[config.mk]
export PLATFORM = sky130hd
export DESIGN_NAME = sop_regs
export DESIGN_NICKNAME = d
export VERILOG_FILES = /design/src/hdl/sop_pkg.sv /design/src/hdl/sop_once_bit.sv /design/src/hdl/sop_pin_mux.sv /design/src/hdl/sop_regs.sv
export VERILOG_INCLUDE_DIRS = /design/src /design/src/hdl
export SDC_FILE = /design/constraint.sdc
export NUM_CORES = 1
export LEC_CHECK = 0
export BUFFER_PORTS_ARGS = -buffer_cell sky130_fd_sc_hd__buf_2
export CAP_MARGIN = 5
export CORE_MARGIN = 4
export CORE_UTILIZATION = 38
export DETAILED_ROUTE_END_ITERATION = 12
export GPL_TIMING_DRIVEN = 0
export PLACE_DENSITY = 0.82
export SYNTH_ARGS = -nofsm -noshare
export SYNTH_HDL_FRONTEND = slang
export SYNTH_SLANG_ARGS = --single-unit
[constraint.sdc]
create_clock -name clk_i -period 1.75 [get_ports clk_i]
set_input_delay 0.175 -clock clk_i [delete_from_list [all_inputs] [get_ports clk_i]]
set_output_delay 0.175 -clock clk_i [all_outputs]
set_load 0.05 [all_outputs]
[src/hdl/sop_defines.svh]
// register offsets, field positions, reset values and timing counts for the system options bank
`ifndef SOP_DEFINES_SVH
`define SOP_DEFINES_SVH

// byte addresses on the wishbone bus
`define SOP_OPT_ONE_ADDR       8'h00
`define SOP_OPT_TWO_ADDR       8'h04
`define SOP_ID_HIGH_ADDR       8'h08
`define SOP_ID_LOW_ADDR        8'h0c

// options-two field positions
`define SOP_WDOG_CLK_BIT       7
`define SOP_TRIG_SEL_BIT       3
`define SOP_SPI_PLACE_BIT      2
`define SOP_I2C_PLACE_BIT      1
`define SOP_CMP_LINK_BIT       0
`define SOP_OPT_TWO_MASK       8'h8f

// options-one field position
`define SOP_WDOG_TMO_BIT       6

// reset values
`define SOP_OPT_ONE_RESET      8'h00
`define SOP_OPT_TWO_RESET      8'h00

// part number, arbitrary value
`define SOP_PART_NUMBER        12'h5a3

// watchdog timeout counts in source-clock cycles
`define SOP_WDOG_SHORT_CYCLES  18'h00020
`define SOP_WDOG_LONG_CYCLES   18'h00100

`endif

[src/hdl/sop_pkg.sv]
// types shared by the system options bank
package sop_pkg;

    // pin routing carried to the port muxes
    typedef struct packed {
        logic spi_on_port_b;
        logic i2c_on_port_a;
        logic cmp_to_capture;
        logic trig_from_timer;
    } sop_route_type;

    // bus cycle states
    typedef enum logic [1:0] {
        SOP_IDLE,
        SOP_ACK
    } sop_bus_state_type;

endpackage : sop_pkg

[src/hdl/sop_once_bit.sv]
// write-once register bit: first write after reset is taken, later ones ignored
`timescale 1ns/1ps
`default_nettype none
module sop_once_bit #(
    parameter logic RESET_VALUE = 1'b0
) (
    input  wire logic clk_i,
    input  wire logic rst_i,
    input  wire logic wr_i,
    input  wire logic d_i,
    output logic      q_o
);
    logic q;
    logic done;
    logic next_q;
    logic next_done;

    // lock after the first write
    always_comb
    begin
        next_q    = q;
        next_done = done;
        if (wr_i && !done)
        begin
            next_q    = d_i;
            next_done = 1'b1;
        end
    end

    always_ff @(posedge clk_i)
    begin
        if (rst_i)
        begin
            q    <= RESET_VALUE;
            done <= 1'b0;
        end
        else
        begin
            q    <= next_q;
            done <= next_done;
        end
    end

    assign q_o = q;
endmodule : sop_once_bit
`default_nettype wire

[src/hdl/sop_pin_mux.sv]
// registered routing of the spi and two-wire ports to port a/b pins
`timescale 1ns/1ps
`default_nettype none
module sop_pin_mux
    import sop_pkg::*;
(
    input  wire logic          clk_i,
    input  wire logic          rst_i,
    input  wire sop_route_type route_i,
    input  wire logic          spi_mosi_i,
    input  wire logic          spi_sck_i,
    input  wire logic          spi_ss_i,
    input  wire logic          i2c_sda_i,
    input  wire logic          i2c_scl_i,
    output logic [3:0]         port_a_o,
    output logic [7:4]         port_b_o,
    output logic [3:0]         port_a_fn_o,
    output logic [7:4]         port_b_fn_o
);
    logic [3:0] next_port_a;
    logic [7:4] next_port_b;
    logic [3:0] next_fn_a;
    logic [7:4] next_fn_b;

    // pin placement; miso pin is marked as owned but driven by the far side
    always_comb
    begin
        next_port_a = 4'h0;
        next_port_b = 4'h0;
        next_fn_a   = 4'h0;
        next_fn_b   = 4'h0;
        if (route_i.spi_on_port_b)
        begin
            next_port_b[5] = spi_mosi_i;
            next_port_b[6] = spi_sck_i;
            next_port_b[7] = spi_ss_i;
            next_fn_b      = next_fn_b | 4'hf;
        end
        else
        begin
            next_port_a[3] = spi_mosi_i;
            next_port_a[1] = spi_sck_i;
            next_port_a[0] = spi_ss_i;
            next_fn_a      = next_fn_a | 4'hf;
        end
        if (route_i.i2c_on_port_a)
        begin
            next_port_a[2] = i2c_sda_i;
            next_port_a[3] = i2c_scl_i;
            next_fn_a[3:2] = 2'h3;
        end
        else
        begin
            next_port_b[4] = i2c_sda_i;
            next_port_b[5] = i2c_scl_i;
            next_fn_b[5:4] = 2'h3;
        end
    end

    always_ff @(posedge clk_i)
    begin
        if (rst_i)
        begin
            port_a_o    <= 4'h0;
            port_b_o    <= 4'h0;
            port_a_fn_o <= 4'h0;
            port_b_fn_o <= 4'h0;
        end
        else
        begin
            port_a_o    <= next_port_a;
            port_b_o    <= next_port_b;
            port_a_fn_o <= next_fn_a;
            port_b_fn_o <= next_fn_b;
        end
    end
endmodule : sop_pin_mux
`default_nettype wire

[src/hdl/sop_regs.sv]
// system options and part identification registers on a classic wishbone slave
//
// The implementer's own choices: the placing of the registers and the Wishbone slave port.
`timescale 1ns/1ps
`default_nettype none
`include "sop_defines.svh"

module sop_regs
    import sop_pkg::*;
#(
    parameter int          ADDR_W      = 8,
    parameter logic [11:0] PART_NUMBER = `SOP_PART_NUMBER
) (
    input  wire logic              clk_i,
    input  wire logic              rst_i,
    input  wire logic              cyc_i,
    input  wire logic              stb_i,
    input  wire logic              we_i,
    input  wire logic [ADDR_W-1:0] adr_i,
    input  wire logic [3:0]        sel_i,
    input  wire logic [31:0]       dat_i,
    output logic [31:0]            dat_o,
    output logic                   ack_o,
    output logic                   err_o,
    input  wire logic              tod_match_i,
    input  wire logic              timer2_ovf_i,
    input  wire logic              cmp_out_i,
    input  wire logic              cap_pin_i,
    input  wire logic              spi_mosi_i,
    input  wire logic              spi_sck_i,
    input  wire logic              spi_ss_i,
    input  wire logic              i2c_sda_i,
    input  wire logic              i2c_scl_i,
    output logic                   wdog_use_bus_clk_o,
    output logic [17:0]            wdog_period_o,
    output logic                   conv_hw_trigger_o,
    output logic                   timer2_cap0_o,
    output logic [3:0]             port_a_o,
    output logic [7:4]             port_b_o,
    output logic [3:0]             port_a_fn_o,
    output logic [7:4]             port_b_fn_o
);
    // the decode needs every bit of the highest offset
    if (ADDR_W < 4 || ADDR_W > 32)
    begin : g_bad_addr_w
        $error("sop_regs: ADDR_W out of range");
    end

    sop_bus_state_type state;
    sop_bus_state_type next_state;
    logic [31:0]       next_dat;
    logic              next_ack;
    logic              next_err;
    logic              wr_lane0;
    logic              hit_one;
    logic              hit_two;
    logic              hit_idh;
    logic              hit_idl;
    logic [3:0]        opt_two_lo;
    logic [3:0]        next_opt_two_lo;
    logic              wdog_clk;
    logic              wdog_tmo;
    logic [7:0]        opt_two_rd;
    sop_route_type     route;

    // address decode, low two address bits ignored for word alignment
    assign hit_one  = adr_i[ADDR_W-1:2] == (ADDR_W-2)'(`SOP_OPT_ONE_ADDR >> 2);
    assign hit_two  = adr_i[ADDR_W-1:2] == (ADDR_W-2)'(`SOP_OPT_TWO_ADDR >> 2);
    assign hit_idh  = adr_i[ADDR_W-1:2] == (ADDR_W-2)'(`SOP_ID_HIGH_ADDR >> 2);
    assign hit_idl  = adr_i[ADDR_W-1:2] == (ADDR_W-2)'(`SOP_ID_LOW_ADDR >> 2);
    // a write lands only on the cycle that is acknowledged
    assign wr_lane0 = cyc_i && stb_i && we_i && sel_i[0] && state == SOP_IDLE;

    // watchdog clock select, locked after first write
    sop_once_bit #(
        .RESET_VALUE (1'b0)
    ) u_wdog_clk (
        .clk_i (clk_i),
        .rst_i (rst_i),
        .wr_i  (wr_lane0 && hit_two),
        .d_i   (dat_i[`SOP_WDOG_CLK_BIT]),
        .q_o   (wdog_clk)
    );

    // timeout select held in options one, also write-once
    sop_once_bit #(
        .RESET_VALUE (1'b0)
    ) u_wdog_tmo (
        .clk_i (clk_i),
        .rst_i (rst_i),
        .wr_i  (wr_lane0 && hit_one),
        .d_i   (dat_i[`SOP_WDOG_TMO_BIT]),
        .q_o   (wdog_tmo)
    );

    // freely writable options bits
    always_comb
    begin
        next_opt_two_lo = opt_two_lo;
        if (wr_lane0 && hit_two)
            next_opt_two_lo = dat_i[3:0];
    end

    always_ff @(posedge clk_i)
    begin
        if (rst_i)
            opt_two_lo <= 4'(`SOP_OPT_TWO_RESET);
        else
            opt_two_lo <= next_opt_two_lo;
    end

    // bits 6:4 are tied zero on read
    assign opt_two_rd = {wdog_clk, 3'h0, opt_two_lo};

    // single-cycle answer, ack dropped the cycle after
    always_comb
    begin
        next_state = SOP_IDLE;
        next_ack   = 1'b0;
        next_err   = 1'b0;
        next_dat   = 32'h0;
        case (state)
            SOP_IDLE:
            begin
                if (cyc_i && stb_i)
                begin
                    next_state = SOP_ACK;
                    if (hit_one)
                    begin
                        next_ack = 1'b1;
                        next_dat = {24'h0, 1'b0, wdog_tmo, 6'h0};
                    end
                    else if (hit_two)
                    begin
                        next_ack = 1'b1;
                        next_dat = {24'h0, opt_two_rd};
                    end
                    else if (hit_idh)
                    begin
                        next_ack = 1'b1;
                        next_dat = {24'h0, 4'h0, PART_NUMBER[11:8]};
                    end
                    else if (hit_idl)
                    begin
                        next_ack = 1'b1;
                        next_dat = {24'h0, PART_NUMBER[7:0]};
                    end
                    else
                        next_err = 1'b1;
                end
            end
            SOP_ACK:
                next_state = SOP_IDLE;
            default:
                next_state = SOP_IDLE;
        endcase
    end

    always_ff @(posedge clk_i)
    begin
        if (rst_i)
        begin
            state <= SOP_IDLE;
            ack_o <= 1'b0;
            err_o <= 1'b0;
            dat_o <= 32'h0;
        end
        else
        begin
            state <= next_state;
            ack_o <= next_ack;
            err_o <= next_err;
            dat_o <= next_dat;
        end
    end

    assign route.spi_on_port_b   = opt_two_lo[`SOP_SPI_PLACE_BIT];
    assign route.i2c_on_port_a   = opt_two_lo[`SOP_I2C_PLACE_BIT];
    assign route.cmp_to_capture  = opt_two_lo[`SOP_CMP_LINK_BIT];
    assign route.trig_from_timer = opt_two_lo[`SOP_TRIG_SEL_BIT];

    // registered outputs to the watchdog, converter and timer
    always_ff @(posedge clk_i)
    begin
        if (rst_i)
        begin
            wdog_use_bus_clk_o <= 1'b0;
            wdog_period_o      <= `SOP_WDOG_SHORT_CYCLES;
            conv_hw_trigger_o  <= 1'b0;
            timer2_cap0_o      <= 1'b0;
        end
        else
        begin
            wdog_use_bus_clk_o <= wdog_clk;
            // period counts in whichever clock is selected
            wdog_period_o      <= wdog_tmo ? `SOP_WDOG_LONG_CYCLES
                                           : `SOP_WDOG_SHORT_CYCLES;
            conv_hw_trigger_o  <= route.trig_from_timer ? timer2_ovf_i
                                                        : tod_match_i;
            // with link off the capture pin drives channel 0 as usual
            timer2_cap0_o      <= route.cmp_to_capture ? cmp_out_i : cap_pin_i;
        end
    end

    sop_pin_mux u_pin_mux (
        .clk_i       (clk_i),
        .rst_i       (rst_i),
        .route_i     (route),
        .spi_mosi_i  (spi_mosi_i),
        .spi_sck_i   (spi_sck_i),
        .spi_ss_i    (spi_ss_i),
        .i2c_sda_i   (i2c_sda_i),
        .i2c_scl_i   (i2c_scl_i),
        .port_a_o    (port_a_o),
        .port_b_o    (port_b_o),
        .port_a_fn_o (port_a_fn_o),
        .port_b_fn_o (port_b_fn_o)
    );
endmodule : sop_regs
`default_nettype wire

==> results of run 1 <==
-- layout by cell type (no fill, tap or decap), types with 2 or more instances in the layout --
cell      count
nor2_1       14
and3_1        2
nand4_1       2
buf_2        56
clkbuf_8      6
mux2i_1       6
inv_1         4
conb_1       41
nand3_1       2
buf_4        45
nor3_1        2
nor2b_1       5
dfxtp_1      35
and2_1        5
nor3b_1       3
nand2_1       3
clkbuf_1      2
and3b_1       2
nand2b_1      8
a21oi_1       5
-- worst register-to-register path, stage by stage, from the launching register on --
cell	delay (ns)
dfxtp_1	0.32
and3b_1	0.26
and4_1	0.20
buf_6	0.13
mux2_4	0.29
-- state kept, by name, indices dropped and copies added, names as in the netlist --
name                   count
ack_o                      1
conv_hw_trigger_o          1
dat_o                      7
err_o                      1
opt_two_lo                 4
state                      1
timer2_cap0_o              1
u_pin_mux.port_a_fn_o      2
u_pin_mux.port_a_o         4
u_pin_mux.port_b_fn_o      2
u_pin_mux.port_b_o         4
u_wdog_clk.done            1
u_wdog_clk.q_o             1
u_wdog_tmo.done            1
u_wdog_tmo.q_o             1
wdog_period_o              2
wdog_use_bus_clk_o         1
-- power groups by stage --
stage	clock network, mW	registers (mW)	logic, mW
CTS	0.759	0.815	0.428
floorplan	0	0.883	0.317
detailed placement	0	0.834	0.428
global placement	0	0.833	0.425
global route	0.794	0.816	0.454
finish	0.740	0.815	0.431
-- routing by layer --
| metal | up-vias | global-route usage, % |
|---|---|---|
| met2 | 81 | 18.47 |
| met4 | 0 | 8.768 |
| met1 | 519 | 13.11 |
| li1 | 627 | - |
| met5 | - | 0 |
| met3 | 5 | 5.891 |
-- logic make-up (layout without fill, tap and decap cells) --
group / after synthesis / count (layout)
muxes: 8 / 8
DFF: 35 / 35
and+or+nand+nor: 52 / 52
AOI/OAI and AO/OA: 8 / 8
buffers and inverters: 53 / 117
other: 1 / 41
-- layout make-up --
| class | count | area (sq um) |
|---|---|---|
| Sequential cell | 35 | 700.7 |
| Clock buffer | 6 | 82.58 |
| Fill cell | 337 | 1634 |
| Buffer | 49 | 360.3 |
| Multi-Input combinational cell | 109 | 603.1 |
| Tap cell | 48 | 60.06 |
| Clock inverter | 2 | 35.03 |
| Inverter | 4 | 15.01 |
| Timing Repair Buffer | 56 | 280.3 |
-- how the worst min path moves through the flow --
stage                          from                    end  slack, ns  cells after the start
after global placement     spi_ss_i  u_pin_mux.port_b_o[7]       0.39                      2
final                     spi_sck_i  u_pin_mux.port_a_o[1]        0.1                      2
after floorplan               rst_i     wdog_use_bus_clk_o       0.26                      1
after detailed placement  spi_sck_i  u_pin_mux.port_a_o[1]       0.39                      2
after CTS                 spi_sck_i  u_pin_mux.port_a_o[1]       0.09                      2
after global routing      spi_sck_i  u_pin_mux.port_b_o[6]        0.1                      2
==> results.cfg, run 1 <==
[setup_path]
crit_chain = and3b_1, and4_1, buf_6, mux2_4
path_delay_family = simple AND/OR/NAND/NOR gates
cp_max_fo = 5
r2r_slack_ns = 0.44
cpPeakStageDelay_ns = 0.32
crit_path_start_kind = flop
cp.depth = 4
cp.required_ns = 1.93
rr_endpoint = opt_two_lo[2]
rr_startpoint = state[0]
ff2ff_path_depth = 4
endpoint = opt_two_lo[2]
slowest_stage = dfxtp_1
crit_path_start = state[0]
crit_arrival_ns = 1.49
critical_path_class = flop to flop
cp-end-kind = flop
path_buf_inv = 1

[timing]
finalSetupViolations = 0
fin_crit_sh_pct = 75.13
worst_slack_ns = 0.4353
period_needed_ns = 1.315
fin_hold_ws_ns = 0.09789
fmax_mhz = 760.6
timing.final.max_slew_violations = 0
rsz0062_at_grt = no
final-hold-violation-count = 0
fin_setup_tns_ns = 0
finClkSkew_ns = 0.003679

[global_routing]
grt_pass1_vias = 1136
grt_pass1_wl_um = 4726
antenna_found_initial = 0
overflow = 0
grt_util_all_layers_pct = 12.16
grt_max_degree = 12

[routing]
drc = 0
wire_per_inst_um = 9.877
routed_via_density = 3.987
dr_wl_met3_um = 495
drtIter0Drc = 34
first_pass_iters = 4
wl_met1_um = 1164
dr_total_vias = 1232
final_antenna_net_count = 0
wl_met2_um = 1326
wl_um = 3052
top_layer_used = met4

[clock_tree]
clk_latency_ns = 0.29
cts_tree = built
clockRootBuffer = clkbuf_8
clockBufferDepth = 2
post_cts_resized = 0
postCtsSetupBuffers = 0
htreeDepth = 2
cts-buffers-inserted = 5
clock_sinks = 35
postCtsHoldBufs = 0
path_clk_slew_ns = 0.07

[power_and_ir_drop]
power.density_nw_per_um2 = 929.6
p_total_mw = 1.987
pwr-share-comb_pct = 21.7
power.leakage_nw = 1.160
vdd_drop_max_mv = 0.3053
switching_share_pct = 29.96
p_switching_mw = 0.5952
p_seq_share_pct = 41.0
p_int_mw = 1.391
clockPowerShare_pct = 37.2

[final_layout]
final_area_sq_um = 2137
final_util_pct = 56.67
nets = 318
drive_gt1_share_pct = 44.06
area.growth.synth_to_final_pct = 39.77
n_antenna_cell = 0
fin_cells = 309

[synth]
synthCells = 157
ys_ff_latch = 35
yosysUniqueCellTypes = 29
muxShareOfSynthArea_pct = 5.646
synth_top_family_by_area = buffers and inverters
synthXorXnorAreaFrac_pct = 0
avgSynthCellArea_sq_um = 9.739
ys_warn_count = 0
yosysSeqAreaShare_pct = 45.83
yosys.area.top_type_share_pct = 45.83
synth_compound_area_share_pct = 3.355
yosysTopAreaCell = dfxtp_1
synth_simple_gate_area_share_pct = 20.38
synthAdderAreaFrac_pct = 0
synth.most_common_cell = buf_4
synth_area_sq_um = 1529
synth_area_leaders = dfxtp_1 (46%), buf_4 (22%), mux2i_1 (3.9%), nor2_1 (3.4%), nand2b_1 (3.3%)
async_flop_share_pct = 0
synth_ff_type = dfxtp_1
synth_edf_count = 0
synth_top_cells_by_count = buf_4 (45), dfxtp_1 (35), nor2_1 (14)

[min_path]
hp-class = input port to flop

[floorplan]
die_w_um = 71.43
io_pins = 129
coreArea_sq_um = 3771
rows = 22
fp.dieH_um = 71.43
dieArea_sq_um = 5102
start_util_pct = 40.54

[place]
gp_congestion = 0.7482
placed_area_sq_um = 2019
hpwl_um = 2496
post-place-ws_ns = 0.1859
dp_cells = 301
io_buffers = 56

[job]
max_cap_viol_count = 0

[run_status]
status = completed
(Power assumes the default switching activity.)
==> inputs of run 2 (changes only) <==
==> constraint.sdc (replaced) <==
create_clock -name clk_i -period 1.3 [get_ports clk_i]
set_input_delay 0.13 -clock clk_i [delete_from_list [all_inputs] [get_ports clk_i]]
set_output_delay 0.13 -clock clk_i [all_outputs]
set_load 0.05 [all_outputs]
==> run 2 against run 1 <==
Compared with the run above: hold slack worse by 0.045 ns; global-route usage up 0.058 points; worst setup slack worse by 0.38 ns; non-clock buffer count grew 2; utilization up 0.76 points; first-iteration DRC count fell by 21%; die area unchanged; combinational power is 36% higher; register-to-register slack worse by 0.38 ns; critical path depth did not move; fmax rose by 5.8%; highest routed layer unchanged; routed wire length rose by 1.9%.
==> results.cfg, run 2 (synthesis results as in run 1) <==
[run_status]
status = completed

[global_routing]
grt_util_all_layers_pct = 12.22
grt_max_degree = 12
grt_pass1_vias = 1144
antenna_found_initial = 0
grt_pass1_wl_um = 4754
overflow = 0

[setup_path]
r2r_slack_ns = 0.06
rr_startpoint = state[0]
cp-end-kind = flop
crit_chain = and3b_2, and4_1, buf_6, mux2_4
ff2ff_path_depth = 4
slowest_stage = dfxtp_1
cp.required_ns = 1.48
cp_max_fo = 3
crit_path_start_kind = flop
crit_arrival_ns = 1.42
critical_path_class = flop to flop
rr_endpoint = opt_two_lo[2]
cpPeakStageDelay_ns = 0.31

[power_and_ir_drop]
power.leakage_nw = 1.173
power.density_nw_per_um2 = 1235
p_total_mw = 2.675
vdd_drop_max_mv = 0.4111

[min_path]
worst_hold_startpoint = spi_sck_i
holdPathEnd = u_pin_mux.port_a_o[1]
hold-path-cell-count = 2
hp-class = input port to flop

[final_layout]
multi_input_area_sq_um = 604.3
nets = 320
drive_gt1_share_pct = 44.87
n_antenna_cell = 0
largest_register = dat_o
layout_common_cells = buf_2 (56), buf_4 (46), conb_1 (41), dfxtp_1 (35), nor2_1 (14)
final_common_cell = buf_2
register_area_sq_um = 700.7
largest_reg_flops = 7
area.growth.synth_to_final_pct = 41.65
fillers = 335

[timing]
finalSetupViolations = 0
fmax_mhz = 805.1
period_needed_ns = 1.242
finClkSkew_ns = 0.002605
fin_setup_tns_ns = 0
timing.final.max_slew_violations = 0
rsz0062_at_grt = no
fin_crit_sh_pct = 95.55
final-hold-violation-count = 0

[floorplan]
io_pins = 129
die_w_um = 71.43
rows = 22
start_util_pct = 40.54
coreArea_sq_um = 3771
fp.dieH_um = 71.43
dieArea_sq_um = 5102

[place]
hpwl_um = 2496
io_buffers = 56
gp_congestion = 0.7482

[routing]
first_pass_iters = 4
drtIter0Drc = 27
wl_um = 3111
dr_total_vias = 1262
final_antenna_net_count = 0
routed_via_density = 4.058
drc = 0
wire_per_inst_um = 10.00

[clock_tree]
clockBufferDepth = 2
path_clk_slew_ns = 0.07
clockRootBuffer = clkbuf_8
postCtsHoldBufs = 0
clk_latency_ns = 0.29
cts-buffers-inserted = 5
cts_tree = built
clock_sinks = 35
htreeDepth = 2

[job]
max_cap_viol_count = 0
==> run 2: cell types whose count changed in the layout (fill, tap and decap cells not counted), sizes merged <==
cell | previous run | this run
buf | 103 | 105
==> run 2: cell type report <==
type,count,area share (%)
well taps,48,2.773
clock inverters,2,1.618
plain buffers,49,16.64
clock buffers,6,3.813
inverters,4,0.6932
repair buffers,58,14.21
multi-input cells,109,27.90
flip-flops and latches,35,32.35
==> run 2: critical path: cells and delay by family (launching register included) <==
family        cells  cell delay [ns]
flops             1             0.31
buf+inv           1             0.12
mux               1             0.29
simple gates      2             0.41
==> run 2: worst max-delay path by stage <==
stage	startpoint	endpoint	slack (ns)	cells past startpoint
global placement	adr_i[7]	opt_two_lo[2]	-0.21	5
CTS	state[0]	opt_two_lo[2]	0.03	4
global route	state[0]	opt_two_lo[2]	0.01	4
detailed placement	adr_i[7]	opt_two_lo[2]	-0.22	5
floorplan	adr_i[7]	opt_two_lo[2]	0.01	4
finish	state[0]	opt_two_lo[2]	0.06	4
==> run 2: metrics by stage <==
stage | std cells | utilization, % | hold WS, ns | area (sq um) | setup WS, ns
floorplan | 197 | - | 0.2101 | 1679 | 0.01119
global placement | 301 | 53.55 | 0.3421 | 2019 | -0.2145
detailed placement | 301 | 53.55 | 0.3486 | 2019 | -0.2191
CTS | 310 | 56.90 | 0.04463 | 2146 | 0.03487
global route | 311 | 57.43 | 0.05125 | 2166 | 0.01345
finish | 311 | 57.43 | 0.05299 | 2166 | 0.05785
==> run 2: what timing repair did <==
| action | in CTS | in global routing |
|---|---|---|
| endpoints found under the setup margin | 1 | 1 |
| pin swaps | 0 | 0 |
| cloned | 0 | 0 |
| setup buffers | 1 | 1 |
| gates resized for setup | 1 | 0 |
==> run 2: routing by layer <==
metal / vias up / wire (um) / GRT usage [%]
met2: 91 / 1353 / 18.57
met3: 5 / 523 / 5.891
met4: 0 / 66 / 8.768
met1: 534 / 1167 / 13.20
met5: - / 0 / 0
li1: 632 / - / -
==> run 2: power by group <==
| group | leakage, nW | switching [mW] | internal, mW |
|---|---|---|---|
| Clock | 0.0612 | 0.374 | 0.620 |
| Sequential | 0.285 | 0.00528 | 1.09 |
| Combinational | 0.827 | 0.421 | 0.164 |
| Total | 1.17 | 0.800 | 1.88 |
==> inputs of run 3 (changes only) <==
--- a/config.mk
+++ b/config.mk
@@ -9,10 +9,10 @@
 export BUFFER_PORTS_ARGS = -buffer_cell sky130_fd_sc_hd__buf_2
 export CAP_MARGIN = 5
 export CORE_MARGIN = 4
-export CORE_UTILIZATION = 38
+export CORE_UTILIZATION = 41
 export DETAILED_ROUTE_END_ITERATION = 12
 export GPL_TIMING_DRIVEN = 0
-export PLACE_DENSITY = 0.82
+export PLACE_DENSITY = 0.87
 export SYNTH_ARGS = -nofsm -noshare
 export SYNTH_HDL_FRONTEND = slang
 export SYNTH_SLANG_ARGS = --single-unit
==> constraint.sdc (replaced) <==
create_clock -name clk_i -period 1.6 [get_ports clk_i]
set_input_delay 0.16 -clock clk_i [delete_from_list [all_inputs] [get_ports clk_i]]
set_output_delay 0.16 -clock clk_i [all_outputs]
set_load 0.05 [all_outputs]
==> run 3 against run 2 <==
Compared with the run above: fmax fell by 5.9%; final area is 2.3% lower; hold slack improved by 0.035 ns; via count fell by 3.2%; sequential power fell by 19%; global-route usage rose by 1.1 points; flip-flop and latch count unchanged; non-clock buffer count decreased by 2; count of clock-buffer cells in the layout up 2.
==> results.cfg, run 3 (synthesis results as in run 1) <==
[clock_tree]
clk_latency_ns = 0.28
clock_sinks = 35
postCtsSetupBuffers = 0
clockRootBuffer = clkbuf_8
path_clk_slew_ns = 0.06
clockBufferDepth = 2
post_cts_resized = 0
postCtsHoldBufs = 0
cts-buffers-inserted = 5
htreeDepth = 2
cts_tree = built

[timing]
finClkSkew_ns = 0.001705
finalSetupViolations = 0
rsz0062_at_grt = no
timing.final.max_slew_violations = 0
period_needed_ns = 1.320
fin_hold_ws_ns = 0.08828
fin_crit_sh_pct = 82.48
final-hold-violation-count = 0
slew_headroom_pct = 66.35
fmax_mhz = 757.8
fin_setup_tns_ns = 0
worst_slew_pin_slew_ns = 0.5047

[setup_path]
critical_path_class = flop to flop
slowest_stage = dfxtp_1
cp_max_fo = 5
cp.required_ns = 1.77
cpPeakStageDelay_ns = 0.31
path_delay_family = simple AND/OR/NAND/NOR gates
crit_path_start_kind = flop
cp-end-kind = flop
crit_chain = and3b_1, and4_1, buf_6, mux2_4
crit_arrival_ns = 1.49
path_buf_inv = 1

[routing]
final_antenna_net_count = 0
wl_um = 3112
drc = 0
drtIter0Drc = 57
dr_total_vias = 1222
wire_per_inst_um = 10.14
routed_via_density = 3.980
first_pass_iters = 4

[floorplan]
start_util_pct = 44.08
coreArea_sq_um = 3468
rows = 21
dieArea_sq_um = 4770
io_pins = 129
die_w_um = 69.07
fp.dieH_um = 69.07

[power_and_ir_drop]
power.leakage_nw = 1.151
p_total_mw = 2.040
power.density_nw_per_um2 = 963.8
vdd_drop_max_mv = 0.3805

[global_routing]
grt_max_degree = 11
grt_util_all_layers_pct = 13.35
grt_pass1_wl_um = 5119
use_met2_pct = 21.29
grt_busiest_layer = met2
met3_usage_pct = 7.849
antenna_found_initial = 0
overflow = 0
grt_util_met1_pct = 15.00
grt_pass1_vias = 1143

[final_layout]
largest_reg_flops = 7
nets = 318
largest_register = dat_o
register_area_sq_um = 700.7
final_common_cell = buf_2
drive_gt1_share_pct = 43.68
multi_input_area_sq_um = 603.1
fillers = 313
fin_cells = 307
layout_common_cells = buf_2 (56), buf_4 (45), conb_1 (41), dfxtp_1 (35), nor2_1 (14)
n_antenna_cell = 0
area.growth.synth_to_final_pct = 38.46

[job]
max_cap_viol_count = 0

[place]
dp_cells = 299
gp_congestion = 0.7764
hpwl_um = 2549
io_buffers = 56

[run_status]
status = completed

[min_path]
hp-class = input port to flop
==> run 3: cell types whose count changed in the layout (fill, tap and decap cells not counted) <==
| cell | delta |
|---|---|
| and3b_2 | -1 |
| bufinv_16 | -1 |
| clkbuf_1 | +1 |
| clkinv_2 | -1 |
| clkbuf_8 | +1 |
| and3b_1 | +1 |
| buf_4 | -1 |
| buf_12 | -1 |
==> run 3: worst register-to-register path: stages, from the launching register on <==
cell and delay, ns:
dfxtp_1 0.31, and3b_1 0.26, and4_1 0.20, buf_6 0.13, mux2_4 0.30
==> run 3: path summary, 6_finish.rpt <==
check / from / slack (ns) / cells past startpoint / to
setup / recovery: state[0] / 0.28 / 4 / opt_two_lo[2]
hold / removal: spi_sck_i / 0.09 / 2 / u_pin_mux.port_b_o[6]
setup reg to reg: state[0] / 0.28 / 4 / opt_two_lo[2]
hold reg to reg: u_wdog_clk.q_o / 0.47 / 2 / dat_o[7]
==> run 3: final cells by class <==
| class | instances | share of cell area [%] |
|---|---|---|
| Timing Repair Buffer | 56 | 13.24 |
| Buffer | 49 | 17.02 |
| Sequential cell | 35 | 33.10 |
| Multi-Input combinational cell | 109 | 28.49 |
| Tap cell | 46 | 2.719 |
| Inverter | 4 | 0.7092 |
| Clock buffer | 8 | 4.728 |
==> run 3: stage by stage <==
stage	utilization [%]	worst slack, ns	area (sq um)
2_1_floorplan	-	0.2812	1679
4_1_cts	61.04	0.2692	2117
3_5_place_dp	58.15	0.03310	2017
3_3_place_gp	58.15	0.05667	2017
5_1_grt	61.04	0.2030	2117
6_report	61.04	0.2804	2117
==> run 3: layer usage <==
layer	wire (um)	share of wire [%]	up-vias
met3	403	13	3
met2	1420	46	75
li1	-	-	626
met1	1266	41	518
met4	22	0.71	0
met5	0	0	-
==> run 3: where the power goes <==
| part | switching [mW] | internal [mW] | leakage (nW) |
|---|---|---|---|
| sequential | 0.00435 | 0.887 | 0.285 |
| clock | 0.283 | 0.392 | 0.0515 |
| combinational | 0.342 | 0.131 | 0.814 |
| total | 0.630 | 1.41 | 1.15 |
